### src/hw/psq_pkg.sv
// Summary of operation
// - idle-to-run start forces run state
// - early return to idle forces stop
// - stop-at-end pattern stops when soak done
// - completion flashes end and raises end output
// - run-to-idle after completion clears end
// - key run while idle starts plain control
// - start while running keeps run state
// - key stop keeps soak timing inside band
// - key run leaves soak count as it stands
// - calculated output clamped between limits
// - stop and error values bypass limits; manual bypasses them unless limit enabled
// - manual limit enable clamps manual value
// - one limit pair for heat/cool output
// - stop value only when enable set
// - heat/cool: negative to cooling, positive to heating
// - stop value resets to zero
// - stop value range depends on control type
// - valve code drives open/close outputs
// - valve stop code resets to hold
// - direct setting stop value is opening target
// - pot error: open at 100, close at 0
// - priority manual, then stop, then error
// - soak advances only inside wait band, or anywhere with band off
// - pattern selects stop/continue, off disables
// - event-assigned start ignores key changes
`default_nettype none
package psq_pkg;

    localparam int unsigned CLK_HZ      = 25_000_000;
    localparam int unsigned SECOND_MS   = 1000;
    localparam int unsigned FLASH_MS    = 500;
    localparam int unsigned SEC_CYCLES  = SECOND_MS * (CLK_HZ / 1000);
    localparam int unsigned FLASH_CYCLES = FLASH_MS * (CLK_HZ / 1000);
    localparam logic [11:0] SEC_PER_MIN  = 12'h03C;
    localparam logic [11:0] SEC_PER_HOUR = 12'hE10;

    // outputs are signed tenths of a percent
    localparam int          MV_W          = 12;
    localparam logic [11:0] STOP_MV_RST   = 12'h000;
    localparam logic [11:0] STD_MV_MIN    = 12'hFCE;
    localparam logic [11:0] STD_MV_MAX    = 12'h41A;
    localparam logic [11:0] HC_MV_MIN     = 12'hBE6;
    localparam logic [11:0] HC_MV_MAX     = 12'h41A;
    localparam logic [11:0] VALVE_FULL_MV = 12'h3E8;
    localparam logic [11:0] VALVE_ZERO_MV = 12'h000;
    localparam logic [13:0] SOAK_CNT_RST  = 14'h0000;

    typedef enum logic {
        program_idle_code = 1'b0,
        program_run_code  = 1'b1
    } psq_prog_t;

    typedef enum logic [1:0] {
        pattern_off             = 2'b00,
        stop_at_end_pattern     = 2'b01,
        continue_at_end_pattern = 2'b10
    } psq_pattern_t;

    typedef enum logic [1:0] {
        valve_hold_code  = 2'b00,
        valve_open_code  = 2'b01,
        valve_close_code = 2'b10
    } psq_valve_code_t;

    typedef enum logic [1:0] {
        unit_second = 2'b00,
        unit_minute = 2'b01,
        unit_hour   = 2'b10
    } psq_unit_t;

    typedef struct packed {
        logic open;
        logic close;
    } psq_valve_t;

endpackage
`default_nettype wire

### src/hw/psq_clamp.sv
`timescale 1ns/1ps
`default_nettype none
module psq_clamp #(
    parameter int W = 12
) (
    input  wire logic signed [W-1:0] val_in,
    input  wire logic signed [W-1:0] lo_in,
    input  wire logic signed [W-1:0] hi_in,
    output logic signed [W-1:0]      val_out
);
    always_comb begin
        if (val_in < lo_in) begin
            val_out = lo_in;
        end else if (val_in > hi_in) begin
            val_out = hi_in;
        end else begin
            val_out = val_in;
        end
    end
endmodule
`default_nettype wire

### src/hw/psq_sequencer.sv
`timescale 1ns/1ps
`default_nettype none
module psq_sequencer #(
    parameter int unsigned SEC_CYCLES   = psq_pkg::SEC_CYCLES,
    parameter int unsigned FLASH_CYCLES = psq_pkg::FLASH_CYCLES,
    parameter int          MV_W         = psq_pkg::MV_W
) (
    input  wire logic                    CLK_IN,
    input  wire logic                    RESET_IN,
    input  wire logic [1:0]              PATTERN_IN,
    input  wire logic                    START_ON_EVENT_IN,
    input  wire logic                    EVENT_START_IN,
    input  wire logic                    KEY_PRG_START_IN,
    input  wire logic                    KEY_PRG_RESET_IN,
    input  wire logic                    KEY_RUN_IN,
    input  wire logic                    KEY_STOP_IN,
    input  wire logic [13:0]             SOAK_TIME_IN,
    input  wire logic [1:0]              SOAK_UNIT_IN,
    input  wire logic                    WAIT_BAND_OFF_IN,
    input  wire logic [15:0]             WAIT_BAND_IN,
    input  wire logic signed [15:0]      PV_IN,
    input  wire logic signed [15:0]      SP_IN,
    input  wire logic                    HEAT_COOL_IN,
    input  wire logic                    FLOATING_IN,
    input  wire logic                    DIRECT_SET_IN,
    input  wire logic                    POT_ERROR_IN,
    input  wire logic                    PV_ERROR_IN,
    input  wire logic                    STOP_ERR_EN_IN,
    input  wire logic                    MANUAL_MODE_IN,
    input  wire logic                    MANUAL_LIMIT_EN_IN,
    input  wire logic signed [MV_W-1:0]  MANUAL_MV_IN,
    input  wire logic signed [MV_W-1:0]  CALC_MV_IN,
    input  wire logic signed [MV_W-1:0]  ERROR_MV_IN,
    input  wire logic [1:0]              ERROR_VALVE_CODE_IN,
    input  wire logic signed [MV_W-1:0]  MV_LOW_LIM_IN,
    input  wire logic signed [MV_W-1:0]  MV_HIGH_LIM_IN,
    input  wire logic signed [MV_W-1:0]  VALVE_POS_IN,
    input  wire logic                    STOP_WR_IN,
    input  wire logic signed [MV_W-1:0]  STOP_MV_IN,
    input  wire logic [1:0]              STOP_VALVE_CODE_IN,
    output logic                         PROGRAM_START_OUT,
    output logic                         RUN_OUT,
    output logic                         END_OUT,
    output logic                         END_FLASH_OUT,
    output logic [13:0]                  SOAK_REMAIN_OUT,
    output logic signed [MV_W-1:0]       STOP_MV_OUT,
    output logic signed [MV_W-1:0]       MV_OUT,
    output logic [MV_W-1:0]              HEAT_MV_OUT,
    output logic [MV_W-1:0]              COOL_MV_OUT,
    output psq_pkg::psq_valve_t          VALVE_OUT
);
    localparam int SW = $clog2(SEC_CYCLES + 1);
    localparam int FW = $clog2(FLASH_CYCLES + 1);

    logic                   prog_ff;
    logic                   nxt_prog;
    logic                   run_ff;
    logic                   done_ff;
    logic                   flash_ff;
    logic [13:0]            soak_cnt_ff;
    logic [SW-1:0]          sec_div_ff;
    logic [FW-1:0]          flash_div_ff;
    logic [11:0]            unit_cnt_ff;
    logic [11:0]            unit_len;
    logic signed [MV_W-1:0] stop_mv_ff;
    logic [1:0]             stop_code_ff;
    logic signed [MV_W-1:0] mv_ff;
    logic [MV_W-1:0]        heat_ff;
    logic [MV_W-1:0]        cool_ff;
    psq_pkg::psq_valve_t    valve_ff;
    logic                   prog_enabled;
    logic                   start_edge;
    logic                   reset_edge;
    logic                   sec_tick;
    logic                   unit_tick;
    logic                   in_band;
    logic                   soak_reached;
    logic signed [16:0]     pv_diff;
    logic [16:0]            pv_dist;
    logic signed [MV_W-1:0] calc_lim;
    logic signed [MV_W-1:0] man_lim;
    logic signed [MV_W-1:0] stop_wr_lim;
    logic signed [MV_W-1:0] range_lo;
    logic signed [MV_W-1:0] range_hi;
    logic signed [MV_W-1:0] nxt_mv;
    logic                   use_stop;
    logic                   use_error;
    logic signed [MV_W-1:0] fixed_mv;
    logic [1:0]             fixed_code;
    psq_pkg::psq_valve_t    nxt_valve;

    assign prog_enabled = PATTERN_IN != psq_pkg::pattern_off;

    // event assignment makes the start setting a mirror of the event line
    always_comb begin
        nxt_prog = prog_ff;
        if (!prog_enabled) begin
            nxt_prog = psq_pkg::program_idle_code;
        end else if (START_ON_EVENT_IN) begin
            nxt_prog = EVENT_START_IN;
        end else if (KEY_PRG_START_IN) begin
            nxt_prog = psq_pkg::program_run_code;
        end else if (KEY_PRG_RESET_IN) begin
            nxt_prog = psq_pkg::program_idle_code;
        end
    end

    assign start_edge   = (prog_ff == psq_pkg::program_idle_code) &&
                          (nxt_prog == psq_pkg::program_run_code);
    assign reset_edge   = (prog_ff == psq_pkg::program_run_code) &&
                          (nxt_prog == psq_pkg::program_idle_code);
    assign soak_reached = prog_ff && !done_ff && (soak_cnt_ff >= SOAK_TIME_IN);

    always_ff @(posedge CLK_IN) begin
        if (RESET_IN) begin
            prog_ff <= psq_pkg::program_idle_code;
        end else begin
            prog_ff <= nxt_prog;
        end
    end

    // program events outrank key run/stop in the same cycle
    always_ff @(posedge CLK_IN) begin
        if (RESET_IN) begin
            run_ff <= 1'b0;
        end else if (start_edge) begin
            run_ff <= 1'b1;
        end else if (reset_edge && !done_ff) begin
            run_ff <= 1'b0;
        end else if (soak_reached && PATTERN_IN == psq_pkg::stop_at_end_pattern) begin
            run_ff <= 1'b0;
        end else if (KEY_RUN_IN) begin
            run_ff <= 1'b1;
        end else if (KEY_STOP_IN) begin
            run_ff <= 1'b0;
        end
    end

    always_ff @(posedge CLK_IN) begin
        if (RESET_IN) begin
            done_ff <= 1'b0;
        end else if (start_edge || reset_edge || !prog_enabled) begin
            done_ff <= 1'b0;
        end else if (soak_reached) begin
            done_ff <= 1'b1;
        end
    end

    always_ff @(posedge CLK_IN) begin
        if (RESET_IN) begin
            sec_div_ff <= '0;
        end else if (sec_tick) begin
            sec_div_ff <= '0;
        end else begin
            sec_div_ff <= sec_div_ff + 1'b1;
        end
    end
    assign sec_tick = sec_div_ff == SW'(SEC_CYCLES - 1);

    always_comb begin
        unique case (SOAK_UNIT_IN)
            psq_pkg::unit_second: unit_len = 12'h001;
            psq_pkg::unit_hour:   unit_len = psq_pkg::SEC_PER_HOUR;
            default:              unit_len = psq_pkg::SEC_PER_MIN;
        endcase
    end

    always_ff @(posedge CLK_IN) begin
        if (RESET_IN) begin
            unit_cnt_ff <= 12'h000;
        end else if (start_edge || unit_tick) begin
            unit_cnt_ff <= 12'h000;
        end else if (sec_tick) begin
            unit_cnt_ff <= unit_cnt_ff + 12'h001;
        end
    end
    assign unit_tick = sec_tick && (unit_cnt_ff >= unit_len - 12'h001);

    assign pv_diff = 17'(PV_IN) - 17'(SP_IN);
    assign pv_dist = pv_diff[16] ? 17'(-pv_diff) : pv_diff;
    assign in_band = WAIT_BAND_OFF_IN || (pv_dist <= {1'b0, WAIT_BAND_IN});

    // run state is not consulted: soak keeps timing while stopped by key
    always_ff @(posedge CLK_IN) begin
        if (RESET_IN) begin
            soak_cnt_ff <= psq_pkg::SOAK_CNT_RST;
        end else if (start_edge) begin
            soak_cnt_ff <= psq_pkg::SOAK_CNT_RST;
        end else if (prog_ff && !done_ff && in_band && unit_tick &&
                     soak_cnt_ff < SOAK_TIME_IN) begin
            soak_cnt_ff <= soak_cnt_ff + 14'h0001;
        end
    end

    always_ff @(posedge CLK_IN) begin
        if (RESET_IN) begin
            flash_div_ff <= '0;
            flash_ff     <= 1'b0;
        end else if (!done_ff) begin
            flash_div_ff <= '0;
            flash_ff     <= 1'b0;
        end else if (flash_div_ff == FW'(FLASH_CYCLES - 1)) begin
            flash_div_ff <= '0;
            flash_ff     <= !flash_ff;
        end else begin
            flash_div_ff <= flash_div_ff + 1'b1;
        end
    end

    assign range_lo = HEAT_COOL_IN ? psq_pkg::HC_MV_MIN : psq_pkg::STD_MV_MIN;
    assign range_hi = HEAT_COOL_IN ? psq_pkg::HC_MV_MAX : psq_pkg::STD_MV_MAX;

    psq_clamp #(.W(MV_W)) u_stop_range (
        .val_in  (STOP_MV_IN),
        .lo_in   (range_lo),
        .hi_in   (range_hi),
        .val_out (stop_wr_lim)
    );

    always_ff @(posedge CLK_IN) begin
        if (RESET_IN) begin
            stop_mv_ff   <= psq_pkg::STOP_MV_RST;
            stop_code_ff <= psq_pkg::valve_hold_code;
        end else if (STOP_WR_IN) begin
            stop_mv_ff   <= stop_wr_lim;
            stop_code_ff <= STOP_VALVE_CODE_IN;
        end
    end

    psq_clamp #(.W(MV_W)) u_calc_lim (
        .val_in  (CALC_MV_IN),
        .lo_in   (MV_LOW_LIM_IN),
        .hi_in   (MV_HIGH_LIM_IN),
        .val_out (calc_lim)
    );

    psq_clamp #(.W(MV_W)) u_man_lim (
        .val_in  (MANUAL_MV_IN),
        .lo_in   (MV_LOW_LIM_IN),
        .hi_in   (MV_HIGH_LIM_IN),
        .val_out (man_lim)
    );

    assign use_stop   = !MANUAL_MODE_IN && !run_ff && STOP_ERR_EN_IN;
    assign use_error  = !MANUAL_MODE_IN && !use_stop && PV_ERROR_IN && STOP_ERR_EN_IN;
    assign fixed_mv   = use_stop ? stop_mv_ff : ERROR_MV_IN;
    assign fixed_code = use_stop ? stop_code_ff : ERROR_VALVE_CODE_IN;

    always_comb begin
        if (MANUAL_MODE_IN) begin
            nxt_mv = MANUAL_LIMIT_EN_IN ? man_lim : MANUAL_MV_IN;
        end else if (use_stop || use_error) begin
            nxt_mv = fixed_mv;
        end else begin
            nxt_mv = calc_lim;
        end
    end

    // valve drive; fixed values on a code model bypass the position loop
    always_comb begin
        nxt_valve = '0;
        if ((use_stop || use_error) && (FLOATING_IN || !DIRECT_SET_IN)) begin
            nxt_valve.open  = fixed_code == psq_pkg::valve_open_code;
            nxt_valve.close = fixed_code == psq_pkg::valve_close_code;
        end else if (POT_ERROR_IN) begin
            // limits are stored unsigned: compare signed or negatives read as huge
            nxt_valve.open  = nxt_mv >= $signed(psq_pkg::VALVE_FULL_MV);
            nxt_valve.close = nxt_mv <= $signed(psq_pkg::VALVE_ZERO_MV);
        end else if (!FLOATING_IN) begin
            nxt_valve.open  = nxt_mv > VALVE_POS_IN;
            nxt_valve.close = nxt_mv < VALVE_POS_IN;
        end
    end

    always_ff @(posedge CLK_IN) begin
        if (RESET_IN) begin
            mv_ff    <= '0;
            heat_ff  <= '0;
            cool_ff  <= '0;
            valve_ff <= '0;
        end else begin
            mv_ff    <= nxt_mv;
            valve_ff <= nxt_valve;
            if (HEAT_COOL_IN && nxt_mv[MV_W-1]) begin
                heat_ff <= '0;
                cool_ff <= MV_W'(-nxt_mv);
            end else begin
                heat_ff <= nxt_mv[MV_W-1] ? '0 : nxt_mv;
                cool_ff <= '0;
            end
        end
    end

    assign PROGRAM_START_OUT = prog_ff;
    assign RUN_OUT           = run_ff;
    assign END_OUT           = done_ff;
    assign END_FLASH_OUT     = flash_ff;
    assign SOAK_REMAIN_OUT   = (soak_cnt_ff >= SOAK_TIME_IN) ? 14'h0000 :
                               SOAK_TIME_IN - soak_cnt_ff;
    assign STOP_MV_OUT       = stop_mv_ff;
    assign MV_OUT            = mv_ff;
    assign HEAT_MV_OUT       = heat_ff;
    assign COOL_MV_OUT       = cool_ff;
    assign VALVE_OUT         = valve_ff;
endmodule
`default_nettype wire

### config.mk
export PLATFORM = sky130hd
export DESIGN_NAME = psq_sequencer
export DESIGN_NICKNAME = d
export VERILOG_FILES = /design/src/hw/psq_pkg.sv /design/src/hw/psq_clamp.sv /design/src/hw/psq_sequencer.sv
export SDC_FILE = /design/constraint.sdc
export NUM_CORES = 1
export LEC_CHECK = 0
export ABC_CLOCK_PERIOD_IN_PS = 8100
export BUFFER_PORTS_ARGS = -buffer_cell sky130_fd_sc_hd__buf_2
export CORE_MARGIN = 8
export CORE_UTILIZATION = 60
export DETAILED_ROUTE_END_ITERATION = 8
export GPL_ROUTABILITY_DRIVEN = 0
export GPL_TIMING_DRIVEN = 0
export HOLD_SLACK_MARGIN = 0.1
export PLACE_DENSITY = 0.94
export SETUP_SLACK_MARGIN = 0.3
export SLEW_MARGIN = 20
export SYNTH_ARGS = -nofsm -noshare
export SYNTH_HDL_FRONTEND = slang
export SYNTH_SLANG_ARGS = --single-unit
### constraint.sdc
create_clock -name CLK_IN -period 8.1 [get_ports CLK_IN]
set_clock_uncertainty 0.15 [all_clocks]
set_input_delay 0.405 -clock CLK_IN [delete_from_list [all_inputs] [get_ports CLK_IN]]
set_output_delay 0.405 -clock CLK_IN [all_outputs]
set_load 0.01 [all_outputs]
# ---- Yosys cells after proc, flatten, opt, wreduce, memory -nomap -nowiden
# Index checks and enable logic that the tools add are counted.
dict set report totals {
  inputBits 172
  regBits 131
}
dict set report classes {
  n_reduce_logical 42
  addsub 9
  bitwise 4
  eq_ne 6
  mux 27
  n_lt_le_gt_ge 14
}
# op count
set op_table {}
lappend op_table {{two-way mux 12 bit} 10}
lappend op_table {{less-than comparator 12 bit} 4}
lappend op_table {{> comparator 12 bit} 3}
lappend op_table {{adder 25 x 1 -> 25 bit, second input constant} 1}
lappend op_table {{equality test 25 bit, second input constant} 1}
lappend op_table {{adder 24 x 1 -> 24 bit, second input constant} 1}
lappend op_table {{equality test 24 bit, second input constant} 1}
lappend op_table {{case mux 12 bit (2 select lines)} 1}
lappend op_table {{less-or-equal comparator 17 x 16 -> 1 bit} 1}
lappend op_table {{logical AND 1 bit} 17}
lappend op_table {{two-way mux 17 bit} 1}
lappend op_table {{negator 17 bit} 1}
lappend op_table {{subtractor 16 x 16 -> 17 bit} 1}
lappend op_table {{adder 14 x 1 -> 14 bit, second input constant} 1}
lappend op_table {{>= comparator 14 bit} 1}
lappend op_table {{less-than comparator 14 bit} 1}
lappend op_table {{two-way mux 14 bit} 1}
lappend op_table {{OR reduction 2 bit} 7}
lappend op_table {{subtractor 14 bit} 1}
lappend op_table {{adder 12 x 1 -> 12 bit, second input constant} 1}
lappend op_table {{>= comparator 12 x 11 -> 1 bit, second input constant} 1}
lappend op_table {{>= comparator 12 bit} 1}
lappend op_table {{> comparator 12 bit, second input constant} 1}
lappend op_table {{less-or-equal comparator 12 x 1 -> 1 bit, second input constant} 1}
lappend op_table {{14 further kinds} 42}

# ---- Depth between registers and ports, before layout
dict set report depth {
  depth_word 14
  depth_mapped 26
}

# ---- By module
# From an unflattened synthesis, not the netlist that was laid out.
dict set report unflattened {
  hier_cells 1402
  hier_area_um2 11111.9
}
# mod cells_per_inst instances area_per_inst_um2
set modules_own_cells {}
lappend modules_own_cells {psq_sequencer 1075 1 8529.4}
lappend modules_own_cells {psq_clamp 109 3 860.8}

# ---- Worst setup path before layout
# OpenSTA, ideal clock, no wires.
dict set report synth_timing {
  path_kind {in2reg}
  from {input PV_IN[0]}
  to {register soak_cnt_ff[10]}
  setup_time_ps 124
  arrival_time_ps 4941
  stages 25
  path_buffers 1
  setup_slack_ps 2885
  path_cell_list {inv_1 ha_1 fa_1 nor2b_1 o31a_1 o41ai_2 a21o_2 a21oi_2 a31oi_1 nand2b_1 a21oi_1 clkbuf_1 nor2_1 a21oi_1 ha_1 nor2b_1 o21a_1 o21a_1 o21a_1 o211ai_1 a31oi_1 nor4_1 nor4b_2 o2111ai_1 mux2i_1}
}
dict set report synth_via {
  elab_chain_cells 8
}
# element line
set synth_lines {}
lappend synth_lines {{start, declared} psq_sequencer.sv:21} ;# input wire logic signed [15:0] PV_IN,
lappend synth_lines {{subtractor 16 x 16 -> 17 bit (*)} psq_sequencer.sv:179} ;# assign pv_diff = 17'(PV_IN) - 17'(SP_IN);
lappend synth_lines {{negator 17 bit} psq_sequencer.sv:180} ;# assign pv_dist = pv_diff[16] ? 17'(-pv_diff) : pv_diff;
lappend synth_lines {{two-way mux 17 bit (*)} psq_sequencer.sv:180}
lappend synth_lines {{less-or-equal comparator 17 x 16 -> 1 bit (*)} psq_sequencer.sv:181} ;# assign in_band = WAIT_BAND_OFF_IN || (pv_dist <= {1'b0, WAIT_BAND_IN});
lappend synth_lines {{logical OR 1 bit (*)} psq_sequencer.sv:181}
lappend synth_lines {{logical AND 1 bit (*) (3 in series)} psq_sequencer.sv:189} ;# end else if (prog_ff && !done_ff && in_band && unit_tick &&
lappend synth_lines {{end signal, assigned} psq_sequencer.sv:186} ;# soak_cnt_ff <= psq_pkg::SOAK_CNT_RST;
lappend synth_lines {{end signal, assigned} psq_sequencer.sv:188} ;# soak_cnt_ff <= psq_pkg::SOAK_CNT_RST;
lappend synth_lines {{end signal, assigned} psq_sequencer.sv:191} ;# soak_cnt_ff <= soak_cnt_ff + 14'h0001;
lappend synth_lines {{end, declared} psq_sequencer.sv:60} ;# logic [13:0] soak_cnt_ff;
# Every way passes the cells marked *; elsewhere a longest branch is shown, timed or not.
# A chain may end at the register's enable or synchronous reset.

# ---- Worst setup path after layout
dict set report layout_timing {
  from {input PV_IN[0]}
  to {register soak_cnt_ff[11]}
}
# The elaborated chain is that of the path after synthesis.

==> results.toml <==
[setup_path]
reg2reg_from = "RUN_OUT"
critPathCaptureType = "flip-flop"
crit_required_ns = 8.24
rr_endpoint = "VALVE_OUT[1]"
crit_path_end = "soak_cnt_ff[11]"
ff2ff_setup_slack_ns = 3.49
cp_max_fo = 10
crit_type = "in -> reg"
crit_start = "PV_IN[0]"
r2r_cells = 17
cp-start-kind = "input port"
critPathArrivalTime_ns = 6.07

[power]
p_switching_mw = 0.701
seqPwrFrac_pct = 33.6
netSwitchingFraction_pct = 34.6
p_leak_nw = 5.75
power_density_nw_per_um2 = 163
internal_power_mw = 1.33
power_frac_clock_pct = 34.8
combPwrFrac_pct = 31.7
power_mw = 2.03
ir_worst_vdd_uv = 143

[status]
status = "finished clean"

[global_route]
grt_pass1_wl_mm = 56.1
grt_start_max_net_pins = 17
grt_antenna_before_repair = 5
grt_usage_pct = 31.2
grt_pass1_vias = 11480
grt.overflow.total = 0

[timing]
worstMarginPinSlew_ns = 1.04
finalCriticalPeriod_ns = 5.92
setup_viol = 0
maxSlewHeadroom_pct = 30.5
finalMaxSlewViolations = 0
hold_viol = 0
period_share_pct = 73.1
rsz0062_at_grt = "false"
fmaxAchievable_ghz = 0.169
tns_ns = 0
finalWorstSetupSlack_ns = 2.18

[finish]
nets = 1876
final_cell_mix = "buf_2 (238), nor2_1 (174), inv_1 (133)"
synthToLayoutAreaGrowth_pct = 19.5
seqCellArea_sq_um = 2600
drive_gt1_share_pct = 19.7
fin_area_sq_um = 12500
layout_commonest_cell = "buf_2"
final_core_util_pct = 72.7
nFillCells = 1187
multi_input_area_sq_um = 7210

[routing]
drc = 0
drt_iter0_markers = 1114
wl_mm = 34.4
ant_nets = 0
via_per_inst = 6.17
wire_per_inst_um = 18.9
firstDrtPassIters = 8
vias = 11227

[synth]
synth_mux_area_share_pct = 2.93
seq_area_frac_synth_pct = 25.0
ys_types = 93
synthAdderAreaFrac_pct = 15.4
synth_edf_count = 0
synth_cells = 1321
synth.cell_area_sq_um = 10400
yosys-top-cells-area = "dfxtp_1 (25%), ha_1 (15%), nor2_1 (6.3%)"
synth_top_area_share_pct = 25.0
synthArstFlopShare_pct = 0
synth_seq_cells = 130
synth_compound_area_share_pct = 18.8
synth.avg_cell_area_sq_um = 7.89
yosysTopAreaCell = "dfxtp_1"
synth_top_family_by_area = "simple AND/OR/NAND/NOR gates"
synth-simple-area-share_pct = 24.1
yosys_warnings = 0
syn_nets = 1620
synth_ff_type = "dfxtp_1"
synth-xor-area-share_pct = 7.82

[clock_network]
clock_sinks = 130
cts_made_buffers = 17
clockBufferDepth = 2
tritoncts = "done"
cts_htree_levels = 4
cts_setup_buffers = 0
ctsHoldBuffers = 0
root_buffer = "clkbuf_16"
clk_pin_slew_ns = 0.06
insertion_delay_ns = 0.42
postCtsResizedCells = 0

[floorplan]
core_sq_um = 17100
start_util_pct = 60.9
rows = 48
dieHeight_um = 148
fp.dieW_um = 148
ios = 240
dieArea_sq_um = 21800

[place]
place_hpwl_mm = 26.8
place_area_sq_um = 11900
portBuffers = 237
post-place-ws_ns = 1.78

[hold_path]
min_path_type = "in -> reg"
hp-start = "STOP_VALVE_CODE_IN[0]"

[run]
cap_violations = 0
## kinds of logic after synthesis
group | Yosys count
muxes | 30
buffers and inverters | 161
adders and majority gates | 127
and+or+nand+nor | 507
xor gates and xnor gates | 93
AOI/OAI and AO/OA | 271
other | 2
DFF | 130
## layout make-up
class / instances / area share, %
clock inverter: 13 / 0.844
antenna: 4 / 0.0804
sequential: 130 / 20.9
timing repair buffer: 237 / 9.53
clock buffer: 19 / 3.56
multi-input combinational: 1030 / 57.9
tap: 225 / 2.26
inverter: 134 / 4.04
buffer: 27 / 0.914
## worst min-delay path by stage
| stage | endpoint | slack, ns | cells past startpoint |
|---|---|---|---|
| 4_1_cts | stop_code_ff[0] | 0.11 | 3 |
| 2_1_floorplan | sec_div_ff[0] | 0.28 | 1 |
| 6_report | stop_code_ff[0] | 0.13 | 3 |
| 5_1_grt | stop_code_ff[0] | 0.11 | 3 |
| 3_5_place_dp | sec_div_ff[0] | 0.31 | 1 |
| 3_3_place_gp | sec_div_ff[0] | 0.29 | 1 |
## per-stage QoR
step	hold slack (ns)	std cells
2_1_floorplan	0.276	1321
3_3_place_gp	0.290	1783
3_5_place_dp	0.310	1783
4_1_cts	0.108	1815
5_1_grt	0.109	1818
6_report	0.127	1819
## Yosys cell counts (12+ instances only)
library cell,instances
nand4_1,27
nor2b_1,20
inv_1,133
nor3_1,40
clkbuf_1,21
o21a_1,13
o22ai_1,13
mux2i_1,26
nor2_1,174
ha_1,125
a21o_1,19
xnor2_1,45
o21ai_0,45
nand2b_1,22
a211oi_1,12
nand2_1,89
dfxtp_1,130
nand3_1,52
a21oi_1,63
and3_1,15
xor2_1,48
## flip-flops by register name, summed over array words and instances (netlist names)
register	cells
END_FLASH_OUT	1
soak_cnt_ff	14
END_OUT	1
unit_cnt_ff	12
RUN_OUT	1
sec_div_ff	25
flash_div_ff	24
MV_OUT	12
HEAT_MV_OUT	11
stop_code_ff	2
STOP_MV_OUT	12
PROGRAM_START_OUT	1
COOL_MV_OUT	12
VALVE_OUT	2
## worst max-delay path, cell delays in order
cell and delay [ns]:
buf_2 0.07, inv_1 0.03, ha_1 0.24, fa_1 0.41, nor2b_1 0.18, o31a_1 0.21
o41ai_2 0.09, a21o_2 0.25, a21oi_2 0.21, a31oi_1 0.14, nand2b_1 0.16, a21oi_1 0.49
clkbuf_1 0.41, nor2_1 0.07, a21oi_1 0.13, ha_1 0.26, nor2b_1 0.14, o21a_1 0.16
o21a_1 0.16, o21a_1 0.16, o211ai_1 0.19, a31oi_1 0.14, nor4_1 0.43, nor4b_2 0.52
o2111ai_1 0.23, mux2i_1 0.16
## power groups by stage
stage	sequential (mW)	clock, mW	combinational (mW)
floorplan	0.702	0	0.404
global placement	0.694	0	0.592
detailed placement	0.693	0	0.617
CTS	0.680	0.706	0.626
global route	0.683	0.740	0.705
finish	0.681	0.706	0.643
## metal layers
| metal | part of all wire (%) | routed length (um) | GRT usage [%] | vias up |
|---|---|---|---|---|
| li1 | - | - | - | 5196 |
| met3 | 10 | 3560 | 9.60 | 196 |
| met4 | 5.9 | 2020 | 19.4 | 4 |
| met1 | 36 | 12500 | 33.9 | 5060 |
| met5 | 0.076 | 26 | 0 | - |
| met2 | 47 | 16300 | 52.4 | 771 |
Power figures use the tool's default switching activity.
